$ cat src/inc/serial_unit_pkg.sv
// Register map, field layout and frame constants of the serial unit
package serial_unit_pkg;
  localparam int          AW            = 8;
  localparam int          DW            = 32;
  localparam logic [7:0]  OFS_CTRL      = 8'h00;
  localparam logic [7:0]  OFS_STATUS    = 8'h04;
  localparam logic [7:0]  OFS_TX_HOLD   = 8'h08;
  localparam logic [7:0]  OFS_RX_DATA   = 8'h0C;
  localparam logic [7:0]  OFS_DIVISOR   = 8'h10;
  // Control field positions
  localparam int C_TX_EN   = 0;
  localparam int C_RX_EN   = 1;
  localparam int C_TIE     = 2;
  localparam int C_TX_END_IRQ_ENABLE    = 3;
  localparam int C_RIE     = 4;
  localparam int C_MPWAIT  = 5;
  localparam int C_CHR7    = 6;
  localparam int C_PAR_EN  = 7;
  localparam int C_PAR_ODD = 8;
  localparam int C_MP_FMT  = 9;
  localparam int C_STOP2   = 10;
  // Status field positions
  localparam int S_TBE     = 0;
  localparam int S_TX_END_FLAG    = 1;
  localparam int S_RXFULL  = 2;
  localparam int S_OVR     = 3;
  localparam int S_FER     = 4;
  localparam int S_PER     = 5;
  localparam int S_MULTIDROP_BIT_RECEIVED    = 6;
  localparam int S_MULTIDROP_BIT_TO_SEND    = 7;
  localparam logic [15:0] DIV_RESET     = 16'h0000;
  localparam logic [3:0]  OVERSAMPLE_LAST = 4'hF;  // 16 basic-clock pulses per bit
  localparam logic [3:0]  SAMPLE_PHASE  = 4'h7;    // 8th pulse
  localparam logic [3:0]  BITS_8        = 4'h8;
  localparam logic [3:0]  BITS_7        = 4'h7;

  typedef struct packed {
    logic stop2;
    logic mp_fmt;
    logic par_odd;
    logic par_en;
    logic chr7;
    logic mp_wait;
    logic rx_irq_enable;
    logic tx_end_irq_enable;
    logic tx_empty_irq_enable;
    logic rx_en;
    logic tx_en;
  } ctrl_t;

  typedef struct packed {
    logic multidrop_bit_to_send;
    logic multidrop_bit_received;
    logic parity_err_flag;
    logic framing_err_flag;
    logic ovr;
    logic rx_full;
    logic tx_end_flag;
    logic tbe;
  } status_t;

  localparam ctrl_t   CTRL_RESET   = '0;
  localparam status_t STATUS_RESET = 8'h03;

  typedef enum logic [2:0] {
    TX_IDLE  = 3'b000,
    TX_START = 3'b001,
    TX_DATA  = 3'b011,
    TX_EXTRA = 3'b010,
    TX_STOP1 = 3'b110,
    TX_STOP2 = 3'b111
  } tx_state_t;

  typedef enum logic [2:0] {
    RX_IDLE  = 3'b000,
    RX_START = 3'b001,
    RX_DATA  = 3'b011,
    RX_EXTRA = 3'b010,
    RX_STOP  = 3'b110
  } rx_state_t;
endpackage : serial_unit_pkg

$ cat src/hw/serial_unit.sv
// Asynchronous serial transmitter and receiver with multidrop addressing
`timescale 1ns/1ns
module serial_unit (
  input  wire logic        CLK,
  input  wire logic        RESET_N,
  input  wire logic [7:0]  ADDR,
  input  wire logic [31:0] WDATA,
  input  wire logic        WR,
  input  wire logic        RD,
  output logic      [31:0] RDATA,
  input  wire logic        RXD,
  output logic             TXD,
  output logic             TX_EMPTY_IRQ,
  output logic             TX_END_IRQ,
  output logic             RX_FULL_IRQ,
  output logic             RX_ERROR_IRQ
);

  serial_unit_pkg::ctrl_t     ctrl_q;
  serial_unit_pkg::status_t   stat_q;
  logic [15:0]                div_q;
  logic [15:0]                div_cnt_q;
  logic                       tick;
  logic [7:0]                 tx_holding_reg;
  logic [7:0]                 rx_data_reg;

  serial_unit_pkg::tx_state_t tx_state_q;
  logic [7:0]                 tx_shift_reg;
  logic                       tx_extra_q;
  logic [3:0]                 tx_phase_q;
  logic [3:0]                 tx_bit_q;
  logic                       tx_load;
  logic                       tx_stop_entry;

  serial_unit_pkg::rx_state_t rx_state_q;
  logic [7:0]                 rx_shift_reg;
  logic                       rx_extra_q;
  logic [3:0]                 rx_phase_q;
  logic [3:0]                 rx_bit_q;
  logic                       rxd_prev_q;
  logic                       rx_done;
  logic                       rx_skip;
  logic                       rx_per;
  logic                       rx_fer;

  logic wr_ctrl;
  logic wr_stat;
  logic wr_tx;
  logic sample_now;
  logic bit_end_tx;

  function automatic logic [3:0] data_bits(input serial_unit_pkg::ctrl_t c);
    data_bits = c.chr7 ? serial_unit_pkg::BITS_7 : serial_unit_pkg::BITS_8;
  endfunction : data_bits

  function automatic logic has_extra(input serial_unit_pkg::ctrl_t c);
    has_extra = c.mp_fmt | c.par_en;
  endfunction : has_extra

  // Parity over the used data bits only; 7-bit mode masks bit 7
  function automatic logic parity_of(input logic [7:0] d, input serial_unit_pkg::ctrl_t c);
    logic [7:0] m;
    m = c.chr7 ? {1'b0, d[6:0]} : d;
    parity_of = (^m) ^ c.par_odd;
  endfunction : parity_of

  assign wr_ctrl = WR && (ADDR == serial_unit_pkg::OFS_CTRL);
  assign wr_stat = WR && (ADDR == serial_unit_pkg::OFS_STATUS);
  assign wr_tx   = WR && (ADDR == serial_unit_pkg::OFS_TX_HOLD);

  // Basic clock: one tick every div_q+1 system clocks, 16 ticks per bit
  assign tick = (div_cnt_q == div_q);

  always_ff @(posedge CLK) begin
    if (!RESET_N || tick) begin
      div_cnt_q <= 16'h0000;
    end else begin
      div_cnt_q <= div_cnt_q + 16'h0001;
    end
  end

  always_ff @(posedge CLK) begin
    if (!RESET_N) begin
      div_q <= serial_unit_pkg::DIV_RESET;
    end else if (WR && ADDR == serial_unit_pkg::OFS_DIVISOR) begin
      div_q <= WDATA[15:0];
    end
  end

  // Control; the hardware clear of the ID wait yields to a software write
  always_ff @(posedge CLK) begin
    if (!RESET_N) begin
      ctrl_q <= serial_unit_pkg::CTRL_RESET;
    end else if (wr_ctrl) begin
      ctrl_q <= serial_unit_pkg::ctrl_t'(WDATA[serial_unit_pkg::C_STOP2:0]);
    end else if (rx_done && ctrl_q.mp_wait && rx_extra_q) begin
      ctrl_q.mp_wait <= 1'b0;
    end
  end

  always_ff @(posedge CLK) begin
    if (!RESET_N) begin
      tx_holding_reg <= 8'h00;
    end else if (wr_tx) begin
      tx_holding_reg <= WDATA[7:0];
    end
  end

  // Transmitter
  assign bit_end_tx    = tick && (tx_phase_q == serial_unit_pkg::OVERSAMPLE_LAST);
  assign tx_stop_entry = bit_end_tx && ((tx_state_q == serial_unit_pkg::TX_EXTRA) ||
                         (tx_state_q == serial_unit_pkg::TX_DATA && tx_bit_q == data_bits(ctrl_q) - 4'h1 &&
                          !has_extra(ctrl_q)));
  assign tx_load = ctrl_q.tx_en && !stat_q.tbe &&
                   ((tx_state_q == serial_unit_pkg::TX_IDLE) || tx_stop_entry);

  always_ff @(posedge CLK) begin
    if (!RESET_N) begin
      tx_shift_reg <= 8'h00;
      tx_extra_q   <= 1'b0;
    end else if (tx_load) begin
      tx_shift_reg <= tx_holding_reg;
      tx_extra_q   <= ctrl_q.mp_fmt ? stat_q.multidrop_bit_to_send : parity_of(tx_holding_reg, ctrl_q);
    end else if (bit_end_tx && tx_state_q == serial_unit_pkg::TX_DATA) begin
      tx_shift_reg <= {1'b0, tx_shift_reg[7:1]};
    end
  end

  // Pending word after stop: chosen at stop entry, used when stops end
  logic tx_next_q;

  always_ff @(posedge CLK) begin
    if (!RESET_N || !ctrl_q.tx_en) begin
      tx_state_q <= serial_unit_pkg::TX_IDLE;
      tx_phase_q <= 4'h0;
      tx_bit_q   <= 4'h0;
      tx_next_q  <= 1'b0;
    end else begin
      if (tick) begin
        tx_phase_q <= tx_phase_q + 4'h1;
      end
      case (tx_state_q)
        serial_unit_pkg::TX_IDLE: begin
          tx_phase_q <= 4'h0;
          if (tx_load) begin
            tx_state_q <= serial_unit_pkg::TX_START;
          end
        end
        serial_unit_pkg::TX_START: begin
          tx_bit_q <= 4'h0;
          if (bit_end_tx) begin
            tx_state_q <= serial_unit_pkg::TX_DATA;
          end
        end
        serial_unit_pkg::TX_DATA: begin
          if (bit_end_tx) begin
            tx_bit_q <= tx_bit_q + 4'h1;
            if (tx_bit_q == data_bits(ctrl_q) - 4'h1) begin
              tx_state_q <= has_extra(ctrl_q) ? serial_unit_pkg::TX_EXTRA : serial_unit_pkg::TX_STOP1;
            end
          end
        end
        serial_unit_pkg::TX_EXTRA: begin
          if (bit_end_tx) begin
            tx_state_q <= serial_unit_pkg::TX_STOP1;
          end
        end
        serial_unit_pkg::TX_STOP1: begin
          if (bit_end_tx) begin
            if (ctrl_q.stop2) begin
              tx_state_q <= serial_unit_pkg::TX_STOP2;
            end else begin
              tx_state_q <= tx_next_q ? serial_unit_pkg::TX_START : serial_unit_pkg::TX_IDLE;
            end
          end
        end
        serial_unit_pkg::TX_STOP2: begin
          if (bit_end_tx) begin
            tx_state_q <= tx_next_q ? serial_unit_pkg::TX_START : serial_unit_pkg::TX_IDLE;
          end
        end
        default: tx_state_q <= serial_unit_pkg::TX_IDLE;
      endcase
      if (tx_stop_entry) begin
        tx_next_q <= tx_load;
      end
    end
  end

  always_ff @(posedge CLK) begin
    if (!RESET_N) begin
      TXD <= 1'b1;
    end else begin
      case (tx_state_q)
        serial_unit_pkg::TX_START: TXD <= 1'b0;
        serial_unit_pkg::TX_DATA:  TXD <= tx_shift_reg[0];
        serial_unit_pkg::TX_EXTRA: TXD <= tx_extra_q;
        default:                   TXD <= 1'b1;
      endcase
    end
  end

  // Receiver; the line input is taken as synchronous
  assign sample_now = tick && (rx_phase_q == serial_unit_pkg::SAMPLE_PHASE);
  assign rx_done    = sample_now && (rx_state_q == serial_unit_pkg::RX_STOP);
  assign rx_skip    = ctrl_q.mp_wait && !rx_extra_q;
  assign rx_per     = ctrl_q.par_en && !ctrl_q.mp_fmt &&
                      (rx_extra_q != parity_of(rx_shift_reg, ctrl_q));
  assign rx_fer     = !RXD;

  always_ff @(posedge CLK) begin
    if (!RESET_N) begin
      rxd_prev_q <= 1'b1;
    end else begin
      rxd_prev_q <= RXD;
    end
  end

  always_ff @(posedge CLK) begin
    if (!RESET_N || !ctrl_q.rx_en) begin
      rx_state_q   <= serial_unit_pkg::RX_IDLE;
      rx_phase_q   <= 4'h0;
      rx_bit_q     <= 4'h0;
      rx_shift_reg <= 8'h00;
      rx_extra_q   <= 1'b0;
    end else begin
      if (tick) begin
        rx_phase_q <= rx_phase_q + 4'h1;
      end
      case (rx_state_q)
        serial_unit_pkg::RX_IDLE: begin
          // Errors block reception until software clears them
          if (rxd_prev_q && !RXD && !(stat_q.ovr || stat_q.framing_err_flag || stat_q.parity_err_flag)) begin
            rx_state_q <= serial_unit_pkg::RX_START;
            rx_phase_q <= 4'h0;
          end
        end
        serial_unit_pkg::RX_START: begin
          rx_bit_q <= 4'h0;
          if (sample_now) begin
            // A glitch shorter than half a bit is not a start bit
            rx_state_q <= RXD ? serial_unit_pkg::RX_IDLE : serial_unit_pkg::RX_DATA;
          end
        end
        serial_unit_pkg::RX_DATA: begin
          if (sample_now) begin
            rx_shift_reg <= ctrl_q.chr7 ? {1'b0, RXD, rx_shift_reg[6:1]} : {RXD, rx_shift_reg[7:1]};
            rx_bit_q     <= rx_bit_q + 4'h1;
            if (rx_bit_q == data_bits(ctrl_q) - 4'h1) begin
              rx_state_q <= has_extra(ctrl_q) ? serial_unit_pkg::RX_EXTRA : serial_unit_pkg::RX_STOP;
            end
          end
        end
        serial_unit_pkg::RX_EXTRA: begin
          if (sample_now) begin
            rx_extra_q <= RXD;
            rx_state_q <= serial_unit_pkg::RX_STOP;
          end
        end
        serial_unit_pkg::RX_STOP: begin
          // Only the first stop bit is checked; the next start edge may follow
          if (sample_now) begin
            rx_state_q <= serial_unit_pkg::RX_IDLE;
          end
        end
        default: rx_state_q <= serial_unit_pkg::RX_IDLE;
      endcase
      if (rx_state_q == serial_unit_pkg::RX_START && !has_extra(ctrl_q)) begin
        rx_extra_q <= 1'b0;
      end
    end
  end

  always_ff @(posedge CLK) begin
    if (!RESET_N) begin
      rx_data_reg <= 8'h00;
    end else if (rx_done && !rx_skip && !stat_q.rx_full) begin
      rx_data_reg <= rx_shift_reg;
    end
  end

  // Status flags: hardware set wins over a software clear in the same cycle
  always_ff @(posedge CLK) begin
    if (!RESET_N) begin
      stat_q <= serial_unit_pkg::STATUS_RESET;
    end else begin
      if (wr_stat) begin
        stat_q.multidrop_bit_to_send    <= WDATA[serial_unit_pkg::S_MULTIDROP_BIT_TO_SEND];
        stat_q.tx_end_flag    <= stat_q.tx_end_flag    & WDATA[serial_unit_pkg::S_TX_END_FLAG];
        stat_q.rx_full <= stat_q.rx_full & WDATA[serial_unit_pkg::S_RXFULL];
        stat_q.ovr     <= stat_q.ovr     & WDATA[serial_unit_pkg::S_OVR];
        stat_q.framing_err_flag     <= stat_q.framing_err_flag     & WDATA[serial_unit_pkg::S_FER];
        stat_q.parity_err_flag     <= stat_q.parity_err_flag     & WDATA[serial_unit_pkg::S_PER];
        stat_q.multidrop_bit_received    <= stat_q.multidrop_bit_received    & WDATA[serial_unit_pkg::S_MULTIDROP_BIT_RECEIVED];
      end
      if (wr_tx) begin
        stat_q.tbe  <= 1'b0;
        stat_q.tx_end_flag <= 1'b0;
      end
      if (!ctrl_q.tx_en || tx_load) begin
        stat_q.tbe <= 1'b1;
      end
      if (tx_stop_entry && !tx_load) begin
        stat_q.tx_end_flag <= 1'b1;
      end
      if (rx_done && !rx_skip) begin
        if (ctrl_q.mp_fmt) begin
          stat_q.multidrop_bit_received <= rx_extra_q;
        end
        if (stat_q.rx_full) begin
          stat_q.ovr <= 1'b1;
        end
        if (rx_per) begin
          stat_q.parity_err_flag <= 1'b1;
        end
        if (rx_fer) begin
          stat_q.framing_err_flag <= 1'b1;
        end
        if (!stat_q.rx_full && !rx_per && !rx_fer) begin
          stat_q.rx_full <= 1'b1;
        end
      end
    end
  end

  // Interrupt request levels follow flag and enable
  always_ff @(posedge CLK) begin
    if (!RESET_N) begin
      TX_EMPTY_IRQ <= 1'b0;
      TX_END_IRQ   <= 1'b0;
      RX_FULL_IRQ  <= 1'b0;
      RX_ERROR_IRQ <= 1'b0;
    end else begin
      TX_EMPTY_IRQ <= ctrl_q.tx_empty_irq_enable && stat_q.tbe;
      TX_END_IRQ   <= ctrl_q.tx_end_irq_enable && stat_q.tx_end_flag;
      RX_FULL_IRQ  <= ctrl_q.rx_irq_enable && stat_q.rx_full;
      RX_ERROR_IRQ <= ctrl_q.rx_irq_enable && (stat_q.ovr || stat_q.framing_err_flag || stat_q.parity_err_flag);
    end
  end

  // Read data stands in the cycle after the strobe only
  always_ff @(posedge CLK) begin
    if (!RESET_N || !RD) begin
      RDATA <= 32'h0000_0000;
    end else begin
      case (ADDR)
        serial_unit_pkg::OFS_CTRL:    RDATA <= {21'h00_0000, ctrl_q};
        serial_unit_pkg::OFS_STATUS:  RDATA <= {24'h00_0000, stat_q};
        serial_unit_pkg::OFS_TX_HOLD: RDATA <= {24'h00_0000, tx_holding_reg};
        serial_unit_pkg::OFS_RX_DATA: RDATA <= {24'h00_0000, rx_data_reg};
        serial_unit_pkg::OFS_DIVISOR: RDATA <= {16'h0000, div_q};
        default:                      RDATA <= 32'h0000_0000;
      endcase
    end
  end

endmodule : serial_unit

$ cat config.mk
export PLATFORM = sky130hd
export DESIGN_NAME = serial_unit
export DESIGN_NICKNAME = d
export VERILOG_FILES = /design/src/inc/serial_unit_pkg.sv /design/src/hw/serial_unit.sv
export SDC_FILE = /design/constraint.sdc
export NUM_CORES = 1
export LEC_CHECK = 0
export ABC_CLOCK_PERIOD_IN_PS = 3100
export BUFFER_PORTS_ARGS = -buffer_cell sky130_fd_sc_hd__buf_2
export CORE_UTILIZATION = 56
export DETAILED_ROUTE_END_ITERATION = 6
export PLACE_DENSITY = 0.78
export SLEW_MARGIN = 0
export SYNTH_ARGS = -nofsm -noshare
export SYNTH_HDL_FRONTEND = slang
export SYNTH_SLANG_ARGS = --single-unit
$ cat constraint.sdc
create_clock -name CLK -period 3.1 [get_ports CLK]
set_input_delay 0.62 -clock CLK [delete_from_list [all_inputs] [get_ports CLK]]
set_output_delay 0.62 -clock CLK [all_outputs]
set_load 0.02 [all_outputs]
* Word-level counts from Yosys, hierarchy flattened *
Cells that the tools add are included.

word-level totals
  flip-flop bits (word level) = 146
  bits of input ports = 45
  output and inout bits = 37
  logic and storage cells = 207

operators by class
  add/sub/neg operators = 6
  equality and inequality tests = 32
  multiplexer cells = 45
  bitwise logic cells = 10
  reduce and logical (&&, ||, !) cells = 73

operators by type and width
  cell                                            count
  case mux 16 bit (5 select lines)                1
  2-to-1 mux 3 bit                                15
  2-to-1 mux 8 bit                                5
  logical AND 1 bit                               30
  2-to-1 mux 4 bit                                6
  != test 2 bit (second input constant)           12
  case mux 3 bit (6 select lines)                 1
  adder 16 x 1 -> 16 bit (second input constant)  1
  adder 4 x 1 -> 4 bit (second input constant)    4
  == test 16 bit                                  1
  == test 8 x 4 -> 1 bit (second input constant)  2
  case mux 4 bit (2 select lines)                 2
  parity 8 bit                                    2
  case mux 3 bit (5 select lines)                 1
  zero test 1 bit                                 14
  == test 3 x 2 -> 1 bit (second input constant)  4
  nonzero test 2 bit                              5
  == test 3 bit (second input constant)           3
  logical OR 1 bit                                9
  2-to-1 mux 1 bit                                9
  == test 4 bit                                   2
  == test 8 x 3 -> 1 bit (second input constant)  1
  == test 8 x 5 -> 1 bit (second input constant)  1
  zero test 8 bit                                 1
  other kinds (19)                                34

* Longest topological paths before layout *
  depth in word-level cells = 12
  mapped depth = 8
  depth with buffers taken out = 7

* Worst setup path after synthesis *
No wires, ideal clock.

  path type = input to register
  start point = input port ADDR[0]
  end point = register div_q[6]
  library setup time = 0.128 ns
  arrival = 2.140 ns
  required time = 2.972 ns
  setup slack = 0.832 ns
  cell stages on the path = 7
  buffers on the path = 2
  path through = or4_1 -> nor4_1 -> and3_1 -> buf_2 -> buf_6 -> mux2i_1 -> nor2_1

between the ends
  cells in the longest elaborated chain, start to end = 2

RTL lines
  what                    line               source
  start: declaration      serial_unit.sv:6   input wire logic [7:0] ADDR,
  == test 8 x 5 -> 1 bit  serial_unit.sv:85  end else if (WR && ADDR == serial_unit_pkg::OFS_DIVISOR) begin
  logical AND 1 bit       serial_unit.sv:85
  end signal: assignment  serial_unit.sv:84  div_q <= serial_unit_pkg::DIV_RESET;
  end signal: assignment  serial_unit.sv:86  div_q <= WDATA[15:0];
  end: declaration        serial_unit.sv:21  logic [15:0] div_q;

No other way between the ends.
A chain may end at the register's enable or synchronous reset.

* Worst setup path after layout *
  start point = register div_cnt_q[6]
  end point = register rx_data_reg[4]

between the ends
  cells in the longest elaborated chain, start to end = 5

RTL lines
  what                            line                source
  start: declaration              serial_unit.sv:22   logic [15:0] div_cnt_q;
  start signal: assignment        serial_unit.sv:78   div_cnt_q <= div_cnt_q + 16'h0001;
  == test 16 bit                  serial_unit.sv:72   assign tick = (div_cnt_q == div_q);
  logical AND 1 bit               serial_unit.sv:204  assign sample_now = tick && (rx_phase_q == serial_unit_pkg::SAMPLE_PHASE);
  logical AND 1 bit               serial_unit.sv:205  assign rx_done = sample_now && (rx_state_q == serial_unit_pkg::RX_STOP);
  logical AND 1 bit (2 in a row)  serial_unit.sv:277  end else if (rx_done && !rx_skip && !stat_q.rx_full) begin
  end signal: assignment          serial_unit.sv:278  rx_data_reg <= rx_shift_reg;
  end: declaration                serial_unit.sv:25   logic [7:0] rx_data_reg;

No other way between the ends.

==> out/results.txt <==
DRC - 0
r2r setup slk - 270 ps
delay-heaviest family, CP - simple AND/OR/NAND/NOR gates
met1 wire length - 6016 um
Starting Density - 57.96%
Worst Max-Slew Pin Slew - 819.3 ps
Slew headroom - 44.96%
antenna-violating nets left - 0
overall global routing resource usage - 26.51%
gr ovfl total - 0
Synth cell types - 60
clock root cell - clkbuf_8
CP endpoint kind - flip-flop
Final min period - 2833 ps
Routed met3 length - 974 um
sequential share of the synthesized area - 43.50%
initial antenna violation count - 0
CP Class - reg -> reg
Top Layer Used - met4
fillcell total - 760
routed via count - 4,880
worst vdd ir - 522.4 uV
RePlAce Congestion - 0.8728
PortBufs - 49
Largest regs - RDATA x16, div_cnt_q x16, div_q x16
most common cell after layout, fill and taps aside - dfxtp_1
yosys warns - 0
Main synth FF type - dfxtp_1
clk buf depth - 2
DP Worst Slack - 408.4 ps
layout cell share with drive strength beyond 1 - 15.72%
die width - 105.4 um
Via density - 5.796
Post-Syn Area - 0.005983 sq mm
syn avg cell area - 9.205 sq um
# IOs - 82
Nets - 743
Worst Path Buf+Inv - 0
most frequent cells in the layout - 130 x dfxtp_1, 98 x nor2_1, 56 x nand2_1, 52 x mux2i_1, 49 x buf_2
Synth Register Bits - 130
antenna cells - 0
total core area - 0.01032 sq mm
pins over their slew limit - 0
FFs w/ async S/R, synth - 0%
slowest CP cell - and4_1
final hold vios - 0
Worst Hold Class - in -> reg
area grow syn2layout - 14.43%
Die Area - 0.01110 sq mm
area of the multi-input gates - 0.003118 sq mm
Die Y - 105.4 um
Critical Path Fanout Max - 14
FMAX - 353.0 MHz
Initial DRT Pass Iterations - 5
Max stage delay on crit path - 750 ps
Power Dens Cells - 552.6 mW/mm^2
CP arrival - 3230 ps
WL/cell - 16.77 um
Fin Setup TNS - 0 ps
Pleak - 0.002695 uW
number of hold-repair buffers added at the cts stage - 0
worst-skew pair later-pin latency - 530 ps
crit path launch type - flip-flop
post_cts resized - 0
first-pass GRT wire length - 22,700 um
placement row count - 37
max_cap viols - 0
CTS tree - done
post-route setup slack - 267.4 ps
H-Tree Depth - 4
number of synthesized flops with an enable pin - 0
Required @ worst endpoint - 3500 ps
largest net degree at the start of global routing - 36
initial DRC count - 405
clk sinks - 130
Setup Fix Bufs, Post-CTS - 0
routed wire length - 14,120 um
cells along the critical path - xor2_1, nor4_2, and4_1, nand3b_1, mux2i_1, nor2_1
CTS clock-pin slew for the worst setup and hold paths - 60 ps
outcome - complete, no violations
Post-Syn Instances - 650
total CTS buffers - 17
fin crit share - 91.37%
total power - 3783 uW
Detail Placement HPWL - 9884 um
Final setup viols - 0
Met2 Wirelength - 6664 um
Layout Skew - 11.30 ps
vias in the first global route - 4,635
RSZ-0062 raised after global routing - false
register area - 0.002603 sq mm
cell usage after synthesis, drive strengths merged, types with 12 or more instances:
| library cell | instances | area (sq um) |
|---|---|---|
| dfxtp | 130 | 2603 |
| nor2 | 98 | 367.9 |
| nand2 | 57 | 216.5 |
| mux2i | 52 | 520.5 |
| xor2 | 34 | 297.8 |
| buf | 29 | 198.9 |
| a21oi | 23 | 118.9 |
| nand3 | 22 | 110.1 |
| clkbuf | 21 | 78.83 |
| o21ai | 19 | 95.09 |
| xnor2 | 18 | 157.7 |
| and3 | 14 | 90.08 |
| nand4 | 12 | 90.09 |
final timing paths:
check | cells after the start | endpoint | startpoint
min | 3 | div_q[12] | WDATA[12]
max reg2reg | 6 | rx_data_reg[4] | div_cnt_q[6]
min reg2reg | 2 | tx_extra_q | tx_extra_q
max | 6 | rx_data_reg[4] | div_cnt_q[6]
routing by layer:
layer	GRT usage (%)	vias to the layer above
met5	0	-
met3	6.988	41
met4	13.18	0
li1	-	2318
met2	42.67	196
met1	32.80	2325
power breakdown:
group          internal (uW)  leakage [uW]  switching [uW]
Clock                   1280      0.000295             712
Combinational           34.4       0.00135            80.2
Sequential              1670       0.00105            1.42
worst register-to-register path: stages (launching register included):
cell	delay [ps]
dfxtp_1	430
xor2_1	130
nor4_2	480
and4_1	750
nand3b_1	550
mux2i_1	310
nor2_1	60
cells by family (layout without fill, tap and decap cells):
logic type                 Yosys count  after routing  share of synthesized area [%]
DFF                                130            130                          43.50
muxes                               60             60                          11.71
AOI/OAI and AO/OA                   85             85                          8.992
xor gates and xnor gates            54             54                          8.365
buffers and inverters               61            102                          5.333
adders and majority gates            5              5                          1.046
and+or+nand+nor                    254            254                          21.00
other                                1             16                        0.06268
per-stage QoR:
step	utilization, %	hold slack, ps	cells	instance area [sq um]
floorplan	-	440.2	665	6040
global placement	60.56	458.5	810	6252
detailed placement	60.56	459.6	810	6252
CTS	66.32	314.4	842	6847
global route	66.32	327.8	842	6847
finish	66.32	334.1	842	6847
final cells by class:
type / instances / area share, %
clock buffer: 22 / 6.762
clock inverter: 10 / 1.919
inverter: 11 / 0.6031
multi-input combinational: 474 / 45.54
sequential: 130 / 38.01
tap: 136 / 2.485
timing repair buffer: 59 / 4.678
Note: power is estimated with default switching activity, not from simulation.
